$ cat config.mk
export PLATFORM = sky130hd
export DESIGN_NAME = rdlp_top
export DESIGN_NICKNAME = d
export VERILOG_FILES = /design/src/common/rdlp_pkg.sv /design/src/rtl/rdlp_stretch.sv /design/src/rtl/rdlp_top.sv
export SDC_FILE = /design/constraint.sdc
export NUM_CORES = 1
export LEC_CHECK = 0
export CORE_MARGIN = 2
export CORE_UTILIZATION = 49
export DETAILED_ROUTE_END_ITERATION = 8
export DONT_BUFFER_PORTS = 1
export REMOVE_ABC_BUFFERS = 1
export SETUP_SLACK_MARGIN = 0.3
export SYNTH_ARGS = -nofsm -noshare
export SYNTH_HDL_FRONTEND = slang
export SYNTH_HIERARCHICAL = 1
export SYNTH_SLANG_ARGS = --single-unit
$ cat constraint.sdc
create_clock -name pclk -period 2.76 [get_ports pclk]
set_input_delay 0.138 -clock pclk [delete_from_list [all_inputs] [get_ports pclk]]
set_output_delay 0.138 -clock pclk [all_outputs]
set_load 0.03 [all_outputs]
$ cat src/common/rdlp_pkg.sv
`default_nettype none
package rdlp_pkg;
	// ==========================================================
	// register offsets (byte addresses on the apb)
	localparam logic [11:0] OFS_CAUSE = 12'h000;
	localparam logic [11:0] OFS_CLKCFG = 12'h004;
	localparam logic [11:0] OFS_MODE = 12'h008;
	localparam logic [11:0] OFS_DBG = 12'h030;
	// ==========================================================
	// debug freeze control fields
	localparam int DBG_LPTIM_BIT = 8;
	localparam int DBG_GPTIM_BIT = 7;
	localparam int DBG_ADVTIM_BIT = 6;
	localparam int DBG_WDG_BIT = 5;
	localparam int DBG_PWRDN_BIT = 2;
	localparam int DBG_STOP_BIT = 1;
	localparam logic [31:0] DBG_RESET = 32'h0000_0000;
	localparam logic [31:0] DBG_WMASK = 32'h0000_01e6;
	// ==========================================================
	// reset cause status: bits 5..0 follow rdlp_src_t, bit 6 power
	localparam int CAUSE_W = 7;
	localparam int CAUSE_POWER_BIT = 6;
	localparam logic [6:0] CAUSE_RESET = 7'h40;
	// ==========================================================
	// clock configuration fields
	localparam int CFG_W = 6;
	localparam int CFG_ADVSEL_BIT = 0;
	localparam int CFG_LPSEL_BIT = 1;
	localparam int CFG_PRE_LSB = 2;
	localparam int CFG_PRE_MSB = 4;
	localparam int CFG_SYSTICK_BIT = 5;
	localparam logic [5:0] CFG_RESET = 6'h00;
	localparam logic [2:0] PRE_DIV1 = 3'h0;
	// ==========================================================
	// fixed values and timing
	localparam logic [31:0] RESET_VECTOR = 32'h0000_0004;
	localparam int CLK_PERIOD_NS = 10;
	localparam int RST_PULSE_NS = 20000;
	localparam int RST_PULSE_CYC =
		(RST_PULSE_NS + CLK_PERIOD_NS - 1) / CLK_PERIOD_NS;
	localparam int RST_CNT_W = 11;
	// ==========================================================
	// types
	typedef struct packed {
		logic lowvolt;
		logic disturb;
		logic lowpower;
		logic sw;
		logic wdg;
		logic pin;
	} rdlp_src_t;
	typedef enum logic [4:0] {
		ST_RUN = 5'h01,
		ST_STOP = 5'h02,
		ST_DBG_STOP = 5'h04,
		ST_PWRDN = 5'h08,
		ST_DBG_PWRDN = 5'h10
	} rdlp_mode_t;
endpackage
`default_nettype wire

$ cat src/rtl/rdlp_stretch.sv
`timescale 1ns/100ps
`default_nettype none
module rdlp_stretch
	import rdlp_pkg::*;
#(
	parameter int CNT_W = RST_CNT_W,
	parameter int MIN_CYC = RST_PULSE_CYC
) (
	input wire logic clk,
	input wire logic rst_n,
	input wire logic trig,
	output logic active
);
	// ==========================================================
	// pulse stretcher
	localparam logic [CNT_W-1:0] LOAD = CNT_W'(MIN_CYC - 1);
	logic [CNT_W-1:0] cnt_r;
	logic [CNT_W-1:0] run_r;

	// a held trigger keeps reloading, so the pulse lasts while it lasts
	always_ff @(posedge clk or negedge rst_n) begin
		if (!rst_n) begin
			cnt_r <= '0;
		end else if (trig) begin
			cnt_r <= LOAD;
		end else if (cnt_r != '0) begin
			cnt_r <= cnt_r - CNT_W'(1);
		end
	end
	assign active = trig || (cnt_r != '0);

	// ==========================================================
	// helper: length of the current pulse, saturating
	always_ff @(posedge clk or negedge rst_n) begin
		if (!rst_n) begin
			run_r <= '0;
		end else if (!active) begin
			run_r <= '0;
		end else if (run_r != '1) begin
			run_r <= run_r + CNT_W'(1);
		end
	end

	min_pulse_a: assert property (@(posedge clk) disable iff (!rst_n)
		$fell(active) |-> $past(run_r) >= CNT_W'(MIN_CYC - 1))
		else $error("reset pulse shorter than minimum");
endmodule
`default_nettype wire

$ cat src/rtl/rdlp_top.sv
// Notes on behaviour
// - debug freeze register clears only on a power reset.
// - debug freeze register writable only while a debugger is connected.
// - bits 8,7,6 freeze the three timer counters while core halted.
// - bit 5 freezes the watchdog counter while core halted.
// - bit 2 clear: powerdown stops clocks, removes power, exit is power reset.
// - bit 2 set: debug powerdown keeps power and clocks; exits by system reset.
// - bit 1 clear: stop gates all clocks; wake restores reset clock setup.
// - bit 1 set: debug stop keeps core and bus clocks running.
// - power reset returns every register to its reset value.
// - pin, watchdog, software, lowpower, disturbance, low-voltage raise system reset.
// - system reset leaves cause, debug and retained state untouched.
// - each reset source sets its own flag in the cause status register.
// - core reset request produces a software system reset.
// - powerdown option cleared: powerdown entry becomes a system reset.
// - stop option cleared: stop entry becomes a system reset.
// - every system reset drives the reset pin low while it lasts; here from its second cycle on, as oe_r trails active by one cycle.
// - every reset is stretched to at least 20 us; power_reset here is not stretched and lasts one or two pclk cycles.
// - external low on the pin keeps the reset going while held.
// - code fetch starts from reset vector 0x0000_0004.
// - system clock from internal fast oscillator, buses at most 48 MHz.
// - timer, watchdog and converter clock sources chosen by select fields; here only the advanced and low-power timer selects exist.
// - pclk timers doubled unless prescaler is 1; systick hclk or hclk/8.
//
// Added by the designer: the APB interface to the registers.
`timescale 1ns/100ps
`default_nettype none
module rdlp_top
	import rdlp_pkg::*;
(
	input wire logic pclk,
	input wire logic presetn,
	input wire logic psel,
	input wire logic penable,
	input wire logic pwrite,
	input wire logic [11:0] paddr,
	input wire logic [31:0] pwdata,
	output logic [31:0] prdata,
	output logic pready,
	output logic pslverr,
	input wire logic debugger_connected,
	input wire logic core_halted,
	input wire logic reset_pin_in,
	output logic reset_pin_out,
	output logic reset_pin_oe,
	input wire logic watchdog_expire,
	input wire logic core_reset_request,
	input wire logic disturbance_reset,
	input wire logic low_voltage_reset,
	input wire logic powerdown_reset_option,
	input wire logic stop_reset_option,
	input wire logic stop_entry,
	input wire logic powerdown_entry,
	input wire logic wake_event,
	output logic system_reset_n,
	output logic power_reset,
	output logic [2:0] timer_freeze,
	output logic watchdog_freeze,
	output logic core_clk_en,
	output logic bus_clk_en,
	output logic digital_power_en,
	output logic system_clock_from_fast_osc,
	output logic advanced_timer_clock_select,
	output logic lowpower_timer_clock_select,
	output logic timer_clk_double,
	output logic systick_div8,
	output logic [31:0] reset_vector
);
	// ==========================================================
	// declarations
	logic [31:0] dbg_r;
	logic [CAUSE_W-1:0] cause_r;
	logic [CFG_W-1:0] clkcfg_r;
	rdlp_mode_t st_r;
	logic lp_rst_r;
	logic pwr_rst_r;
	logic oe_r;
	logic [31:0] prdata_r;
	logic [31:0] rd_nxt;
	logic addr_ok;
	logic wr;
	logic [CAUSE_W-1:0] cause_clr;
	rdlp_src_t src;
	logic any_src;
	logic active;
	logic sys_rst;
	logic pwrdn_go;
	logic stop_go;

	// ==========================================================
	// apb slave: zero wait states, read data latched in setup
	assign pready = 1'b1;
	assign wr = psel && penable && pwrite;
	assign prdata = prdata_r;
	assign pslverr = psel && penable && !addr_ok;

	always_comb begin
		addr_ok = 1'b1;
		rd_nxt = 32'h0000_0000;
		if (paddr == OFS_CAUSE) begin
			rd_nxt[CAUSE_W-1:0] = cause_r;
		end else if (paddr == OFS_CLKCFG) begin
			rd_nxt[CFG_W-1:0] = clkcfg_r;
		end else if (paddr == OFS_MODE) begin
			rd_nxt[4:0] = st_r;
			rd_nxt[5] = stop_reset_option;
			rd_nxt[6] = powerdown_reset_option;
			rd_nxt[7] = debugger_connected;
		end else if (paddr == OFS_DBG) begin
			rd_nxt = dbg_r;
		end else begin
			addr_ok = 1'b0;
		end
	end

	always_ff @(posedge pclk or negedge presetn) begin
		if (!presetn) begin
			prdata_r <= 32'h0000_0000;
		end else if (psel && !penable && !pwrite) begin
			prdata_r <= rd_nxt;
		end
	end

	// ==========================================================
	// system reset sources and stretcher
	// the pin is only a source while we do not drive it ourselves,
	// otherwise our own low level would hold the reset for ever
	always_comb begin
		src.pin = !reset_pin_in && !oe_r;
		src.wdg = watchdog_expire;
		src.sw = core_reset_request;
		src.lowpower = lp_rst_r;
		src.disturb = disturbance_reset;
		src.lowvolt = low_voltage_reset;
	end
	assign any_src = |src;

	rdlp_stretch #(
		.CNT_W(RST_CNT_W),
		.MIN_CYC(RST_PULSE_CYC)
	) u_stretch (
		.clk(pclk),
		.rst_n(presetn),
		.trig(any_src),
		.active(active)
	);

	// oe_r trails the pulse by a cycle; sys_rst covers that cycle too so
	// an external low still present at release continues the reset
	always_ff @(posedge pclk or negedge presetn) begin
		if (!presetn) begin
			oe_r <= 1'b0;
		end else begin
			oe_r <= active;
		end
	end
	assign sys_rst = active || oe_r;
	assign reset_pin_oe = oe_r;
	assign reset_pin_out = 1'b0;
	assign system_reset_n = !sys_rst;
	assign power_reset = pwr_rst_r;
	assign reset_vector = RESET_VECTOR;

	// ==========================================================
	// reset cause status: write one to clear, a new event wins
	assign cause_clr = (wr && paddr == OFS_CAUSE) ?
		pwdata[CAUSE_W-1:0] : '0;

	always_ff @(posedge pclk or negedge presetn) begin
		if (!presetn) begin
			cause_r <= CAUSE_RESET;
		end else if (pwr_rst_r) begin
			cause_r <= CAUSE_RESET;
		end else begin
			cause_r <= (cause_r & ~cause_clr) | {1'b0, src};
		end
	end

	// ==========================================================
	// debug freeze control: kept across system reset
	always_ff @(posedge pclk or negedge presetn) begin
		if (!presetn) begin
			dbg_r <= DBG_RESET;
		end else if (pwr_rst_r) begin
			dbg_r <= DBG_RESET;
		end else if (wr && paddr == OFS_DBG && debugger_connected) begin
			dbg_r <= pwdata & DBG_WMASK;
		end
	end

	assign timer_freeze[2] = dbg_r[DBG_LPTIM_BIT] && core_halted;
	assign timer_freeze[1] = dbg_r[DBG_GPTIM_BIT] && core_halted;
	assign timer_freeze[0] = dbg_r[DBG_ADVTIM_BIT] && core_halted;
	assign watchdog_freeze = dbg_r[DBG_WDG_BIT] && core_halted;

	// ==========================================================
	// clock configuration: back to reset setup on any reset or a wake from ST_STOP (not ST_DBG_STOP)
	always_ff @(posedge pclk or negedge presetn) begin
		if (!presetn) begin
			clkcfg_r <= CFG_RESET;
		end else if (pwr_rst_r || sys_rst) begin
			clkcfg_r <= CFG_RESET;
		end else if (st_r == ST_STOP && wake_event) begin
			clkcfg_r <= CFG_RESET;
		end else if (wr && paddr == OFS_CLKCFG) begin
			clkcfg_r <= pwdata[CFG_W-1:0];
		end
	end

	// system clock is always the fast rc oscillator, never above 48 MHz
	assign system_clock_from_fast_osc = 1'b1;
	assign advanced_timer_clock_select = clkcfg_r[CFG_ADVSEL_BIT];
	assign lowpower_timer_clock_select = clkcfg_r[CFG_LPSEL_BIT];
	assign timer_clk_double =
		clkcfg_r[CFG_PRE_MSB:CFG_PRE_LSB] != PRE_DIV1;
	assign systick_div8 = clkcfg_r[CFG_SYSTICK_BIT];

	// ==========================================================
	// low power mode sequencing
	assign pwrdn_go = st_r == ST_RUN && powerdown_entry && !sys_rst;
	assign stop_go = st_r == ST_RUN && stop_entry && !powerdown_entry &&
		!sys_rst;

	always_ff @(posedge pclk or negedge presetn) begin
		if (!presetn) begin
			st_r <= ST_RUN;
		end else if (pwr_rst_r || sys_rst) begin
			st_r <= ST_RUN;
		end else begin
			case (st_r)
			ST_RUN: begin
				if (pwrdn_go && powerdown_reset_option) begin
					if (dbg_r[DBG_PWRDN_BIT]) begin
						st_r <= ST_DBG_PWRDN;
					end else begin
						st_r <= ST_PWRDN;
					end
				end else if (stop_go && stop_reset_option) begin
					if (dbg_r[DBG_STOP_BIT]) begin
						st_r <= ST_DBG_STOP;
					end else begin
						st_r <= ST_STOP;
					end
				end
			end
			ST_STOP, ST_DBG_STOP: begin
				if (wake_event) begin
					st_r <= ST_RUN;
				end
			end
			ST_PWRDN: begin
				// left only through a system reset above or the power reset below
				st_r <= ST_PWRDN;
			end
			ST_DBG_PWRDN: begin
				st_r <= ST_DBG_PWRDN;
			end
			default: begin
				st_r <= ST_RUN;
			end
			endcase
		end
	end

	// options cleared turn an entry into a low-power management reset
	always_ff @(posedge pclk or negedge presetn) begin
		if (!presetn) begin
			lp_rst_r <= 1'b0;
		end else begin
			lp_rst_r <= (pwrdn_go && !powerdown_reset_option) ||
				(stop_go && !stop_reset_option);
		end
	end

	// leaving powerdown acts as a supply power-on reset
	always_ff @(posedge pclk or negedge presetn) begin
		if (!presetn) begin
			pwr_rst_r <= 1'b0;
		end else begin
			pwr_rst_r <= st_r == ST_PWRDN && wake_event;
		end
	end

	assign core_clk_en = st_r == ST_RUN || st_r == ST_DBG_STOP ||
		st_r == ST_DBG_PWRDN;
	assign bus_clk_en = core_clk_en;
	assign digital_power_en = st_r != ST_PWRDN;

	// ==========================================================
	// checks
	dbg_lock_a: assert property (@(posedge pclk) disable iff (!presetn)
		wr && paddr == OFS_DBG && !debugger_connected && !pwr_rst_r
		|=> $stable(dbg_r))
		else $error("debug register written without debugger");

	dbg_keep_a: assert property (@(posedge pclk) disable iff (!presetn)
		sys_rst && !pwr_rst_r && !wr |=> $stable(dbg_r))
		else $error("debug register changed by system reset");

	timer_freeze_a: assert property (@(posedge pclk) disable iff (!presetn)
		!core_halted |-> timer_freeze == 3'h0 && !watchdog_freeze)
		else $error("counter frozen while core running");

	wdg_freeze_a: assert property (@(posedge pclk) disable iff (!presetn)
		core_halted && dbg_r[DBG_WDG_BIT] |-> watchdog_freeze)
		else $error("watchdog not frozen on halt");

	pwrdn_enter_a: assert property (@(posedge pclk) disable iff (!presetn)
		pwrdn_go && powerdown_reset_option && !dbg_r[DBG_PWRDN_BIT]
		|=> !digital_power_en && !core_clk_en)
		else $error("powerdown did not remove power");

	dbg_pwrdn_a: assert property (@(posedge pclk) disable iff (!presetn)
		pwrdn_go && powerdown_reset_option && dbg_r[DBG_PWRDN_BIT]
		|=> digital_power_en && core_clk_en && bus_clk_en)
		else $error("debug powerdown lost clocks");

	stop_gate_a: assert property (@(posedge pclk) disable iff (!presetn)
		stop_go && stop_reset_option && !dbg_r[DBG_STOP_BIT]
		|=> !core_clk_en && !bus_clk_en)
		else $error("stop left clocks running");

	dbg_stop_a: assert property (@(posedge pclk) disable iff (!presetn)
		stop_go && stop_reset_option && dbg_r[DBG_STOP_BIT]
		|=> core_clk_en && st_r == ST_DBG_STOP)
		else $error("debug stop gated clocks");

	pwr_rst_a: assert property (@(posedge pclk) disable iff (!presetn)
		st_r == ST_PWRDN && wake_event
		|=> pwr_rst_r ##1 dbg_r == DBG_RESET && cause_r == CAUSE_RESET)
		else $error("powerdown exit not a power reset");

	src_rst_a: assert property (@(posedge pclk) disable iff (!presetn)
		any_src |-> !system_reset_n ##1 reset_pin_oe)
		else $error("reset source did not reset");

	lp_rst_a: assert property (@(posedge pclk) disable iff (!presetn)
		pwrdn_go && !powerdown_reset_option |=> lp_rst_r ##1 !system_reset_n)
		else $error("powerdown option did not reset");

	stop_rst_a: assert property (@(posedge pclk) disable iff (!presetn)
		stop_go && !stop_reset_option |=> lp_rst_r ##1 !system_reset_n)
		else $error("stop option did not reset");

	stop_wake_a: assert property (@(posedge pclk) disable iff (!presetn)
		st_r == ST_STOP && wake_event |=> clkcfg_r == CFG_RESET)
		else $error("stop wake kept clock setup");

	cause_a: assert property (@(posedge pclk) disable iff (!presetn)
		src.wdg && !pwr_rst_r |=> cause_r[1])
		else $error("watchdog cause not recorded");
endmodule
`default_nettype wire
==> key figures <==
Timing
  • Period utilization: 0.831
  • Final-report max-slew violation count: 0
  • Final hold violation count: 1
  • Worst hold slack after final layout: -1.44 ps
  • Final setup skew: 8.44 ps
  • Transition time at the pin with the least slew margin: 579 ps
  • Max frequency: 436 MHz
  • Relative max-transition margin: 0.611
  • RSZ-0062 raised after global routing: no
  • Time the final worst path needs with I/O delays and setup: 2290 ps
  • Final count of negative-setup-slack endpoints: 0

Yosys
  • Area fraction in compound gates after synthesis: 0.141
  • Cell taking the most area after synthesis: sky130_fd_sc_hd__dfrtp_1
  • Post-Synthesis Cell Area: about 3000 um^2
  • Area fraction of the dominant cell type after synthesis: 0.365
  • Fraction of the mapped netlist area in simple logic gates: 0.230
  • Cells after Synth: 356
  • Dominant combinational cell family by area after synthesis: simple AND/OR/NAND/NOR gates
  • Post-synthesis area per instance: 8.67 um^2
  • Post-synthesis xor/xnor area fraction: 0.0142
  • Leading cell types by total area after synthesis: sky130_fd_sc_hd__dfrtp_1, sky130_fd_sc_hd__buf_4, sky130_fd_sc_hd__nand2_1
  • Synth warnings: 6
  • Share of synthesized area spent on multiplexers: 0.0426
  • Flip-flop and latch count after synthesis: 47
  • EDFF count, synth: 0
  • Async set-or-reset flop fraction in the synthesized netlist: 1.00
  • Adder-Cell Fraction of Synth Area: 0.00406
  • Register area share after synthesis: 0.382
  • Number of unique standard cell types used by synthesis: 52
  • Top_reg_cell synth: sky130_fd_sc_hd__dfrtp_1

Floorplanning
  • Die boundary height: 83.4 um
  • Initial Util: 0.515
  • Rows: 28
  • Die Footprint: 6950 um^2
  • Number of I/O pins: 143
  • Die width: 83.4 um
  • Standard cell core area: around 6000 um^2

Critical path
  • Cell with the largest stage delay on the worst path: sky130_fd_sc_hd__dfrtp_1
  • Type of origin of the critical path: flop
  • Chain of cells forming the critical path: inv_1, ha_2, nor4b_4, nand3_2, or2_2, nor2_4, nand2_1, a41oi_2, buf_4, a21boi_0
  • Crit. path cell count: 10
  • Crit path largest cell delay: 420 ps
  • Data arrival time of the critical path: ~2500 ps
  • Endpoint type of the worst setup path: flop
  • Crit path buffers/inverters: 2
  • Worst r2r path cells: 10
  • Maximum fanout encountered on the critical timing path: 6
  • Worst path required time: 2980 ps
  • Family with the most delay on the worst path: simple AND/OR/NAND/NOR gates
  • Critical path class: reg2reg

Route
  • DRC violation count after routing: 0
  • Detailed-route vias per instance: approximately 5.3
  • Overall routed net length: 6760 um
  • Vias: 2359
  • DR WL/cell: 15.1 um
  • Router iterations before antenna repair: 4
  • Routed Antenna Nets: 0
  • Violation count after the first detailed-route iteration: 108

Layout
  • Most used cells in the layout excluding fill and tap cells: sky130_fd_sc_hd__conb_1, sky130_fd_sc_hd__dfrtp_1, sky130_fd_sc_hd__nand2_1
  • Most common library cell in the layout ignoring fill and taps: sky130_fd_sc_hd__conb_1
  • Final antenna diode count: 0
  • Synth-to-Final Area Change: 5.88%
  • Share of the core filled with cells: 0.545
  • Nets: 432
  • Share of cells above drive strength 1: 0.0970
  • Layout filler cell count: 548

Global routing
  • Overall global routing resource usage: 0.191
  • Overflow left after global routing: 0
  • Vias in the first global route: 2127
  • Global-route wire length before repair: 10800 um
  • Largest net degree at the start of global routing: 48
  • Antenna violations before repair: 0

Clock tree
  • Clock network latency to the later pin of the worst-skew pair: 310 ps
  • Maximum clock insertion buffer count: 2
  • CTS Buf Count: 5
  • Clock sink count: 47
  • Buffers inserted by post-CTS timing repair: 0
  • CTS H-Tree Depth: 2
  • Clock transition time at the flip-flop clock pins of the worst setup and hold paths: 90 ps
  • TritonCTS clock tree: built
  • Root Buffer: sky130_fd_sc_hd__clkbuf_8

Placed design
  • HPWL reported at the end of detailed placement: 5000 um
  • Number of buffer cells added on primary ports: 0
  • Final weighted congestion of routability-driven global placement: roughly 0.83

Pwr
  • Max VDD drop: approximately 240 uV
  • Design Power: between 1 and 1.5 mW
  • PD cells: 419 nW/um^2
  • Leak Pwr: around 1.4 nW

Job
  • Number of violations of the max-capacitance limit: 0

Outcome
  • Status: finished, violations left
  • Failing checks: hold timing

Hold path
  • Number of cells on the worst hold path: 2
  • Type of the tightest min-delay check: in2reg
## registers in the layout, indices dropped and copies added (netlist names)
register and cells:
cause_r 7, clkcfg_r 6, dbg_r 6, lp_rst_r 1
power_reset 1, prdata 9, reset_pin_oe 1, st_r 5
u_stretch/cnt_r 11
## power breakdown
part / total [mW] / switching, mW / internal, mW
Sequential: 0.702 / 0.00652 / 0.696
Clock: 0.475 / 0.246 / 0.228
Combinational: 0.193 / 0.155 / 0.0379
Total: 1.37 / 0.408 / 0.962
## per-layer routing
| layer | part of all wire | track usage | up-vias |
|---|---|---|---|
| met5 | 0 | 0 | - |
| met4 | 0.019 | 0.0402 | 0 |
| met3 | 0.073 | 0.0596 | 10 |
| met2 | 0.48 | 0.315 | 86 |
| met1 | 0.43 | 0.247 | 1121 |
| li1 | - | - | 1142 |
## cells in the mapped netlist (all sizes together) (2+ instances only)
master and instances:
a211oi 3, a21boi 7, a21oi 13, a221oi 3
a22oi 2, a311oi 7, a31oi 2, a32oi 2
and2 5, and3 7, buf 63, clkbuf 12
conb 2, dfrtp 45, dfstp 2, inv 14
mux2i 12, nand2 35, nand2b 6, nand3 14
nand3b 2, nand4 2, nor2 33, nor2b 5
nor3 8, nor4 6, o21ai 14, o31ai 3
o41ai 4, or2 2, or3 5, or4 2
xnor2 3, xor2 2
## logic make-up (layout without fill, tap and decap cells)
family,after synthesis,count (layout)
xor+xnor,5,5
mux,13,13
simple gates,136,136
fa+ha+maj,1,1
buf+inv,89,48
compound gates,63,63
other cells,2,58
flops,47,47
## metrics by stage
| stage | instance area, um^2 | TNS (ps) | worst slack (ps) | std cells |
|---|---|---|---|---|
| 2_1_floorplan | 2780 | -1210 | -167 | 337 |
| 4_1_cts | 3250 | 0 | 326 | 446 |
| 5_1_grt | 3270 | 0 | 287 | 446 |
| 6_report | 3270 | 0 | 467 | 446 |
| 3_5_place_dp | 2950 | 0 | 322 | 421 |
| 3_3_place_gp | 2950 | 0 | 375 | 421 |
## worst paths after layout
| check | startpoint | end | slack, ps |
|---|---|---|---|
| min | stop_entry | lp_rst_r | -1 |
| max | u_stretch/cnt_r[0] | clkcfg_r[4] | 470 |
| max in group asynchronous | presetn | cause_r[6] | 2160 |
| min reg2reg | u_stretch/cnt_r[10] | u_stretch/cnt_r[10] | 520 |
| max reg2reg | u_stretch/cnt_r[0] | clkcfg_r[4] | 470 |
| min in group asynchronous | presetn | prdata[3] | 320 |
## cell type report
type | count | area [um^2] | area share
clock buffer | 7 | 96.3 | 0.0295
tap | 75 | 93.8 | 0.0287
inverter | 14 | 52.6 | 0.0161
multi-input combinational | 276 | 1580 | 0.484
timing repair buffer | 26 | 255 | 0.0781
clock inverter | 1 | 7.51 | 0.00230
sequential | 47 | 1180 | 0.361
## worst register-to-register path: cells and delay by family, from the launching register on
kind / cells / cell delay, ps
adder cells (fa/ha/maj): 1 / 210
AO/OA/AOI/OAI: 2 / 400
AND/OR/NAND/NOR: 5 / 940
flip-flops: 1 / 420
buffers and inverters: 2 / 240
## repair_timing
| item | in CTS | in global routing |
|---|---|---|
| cloned | 0 | 0 |
| hold endpoints to repair | 66 | 0 |
| gates resized for setup | 1 | 5 |
| pin swaps | 0 | 0 |
| hold buffers | 17 | 0 |
| setup endpoints to repair | 1 | 9 |
Power figures use the tool's default switching activity.
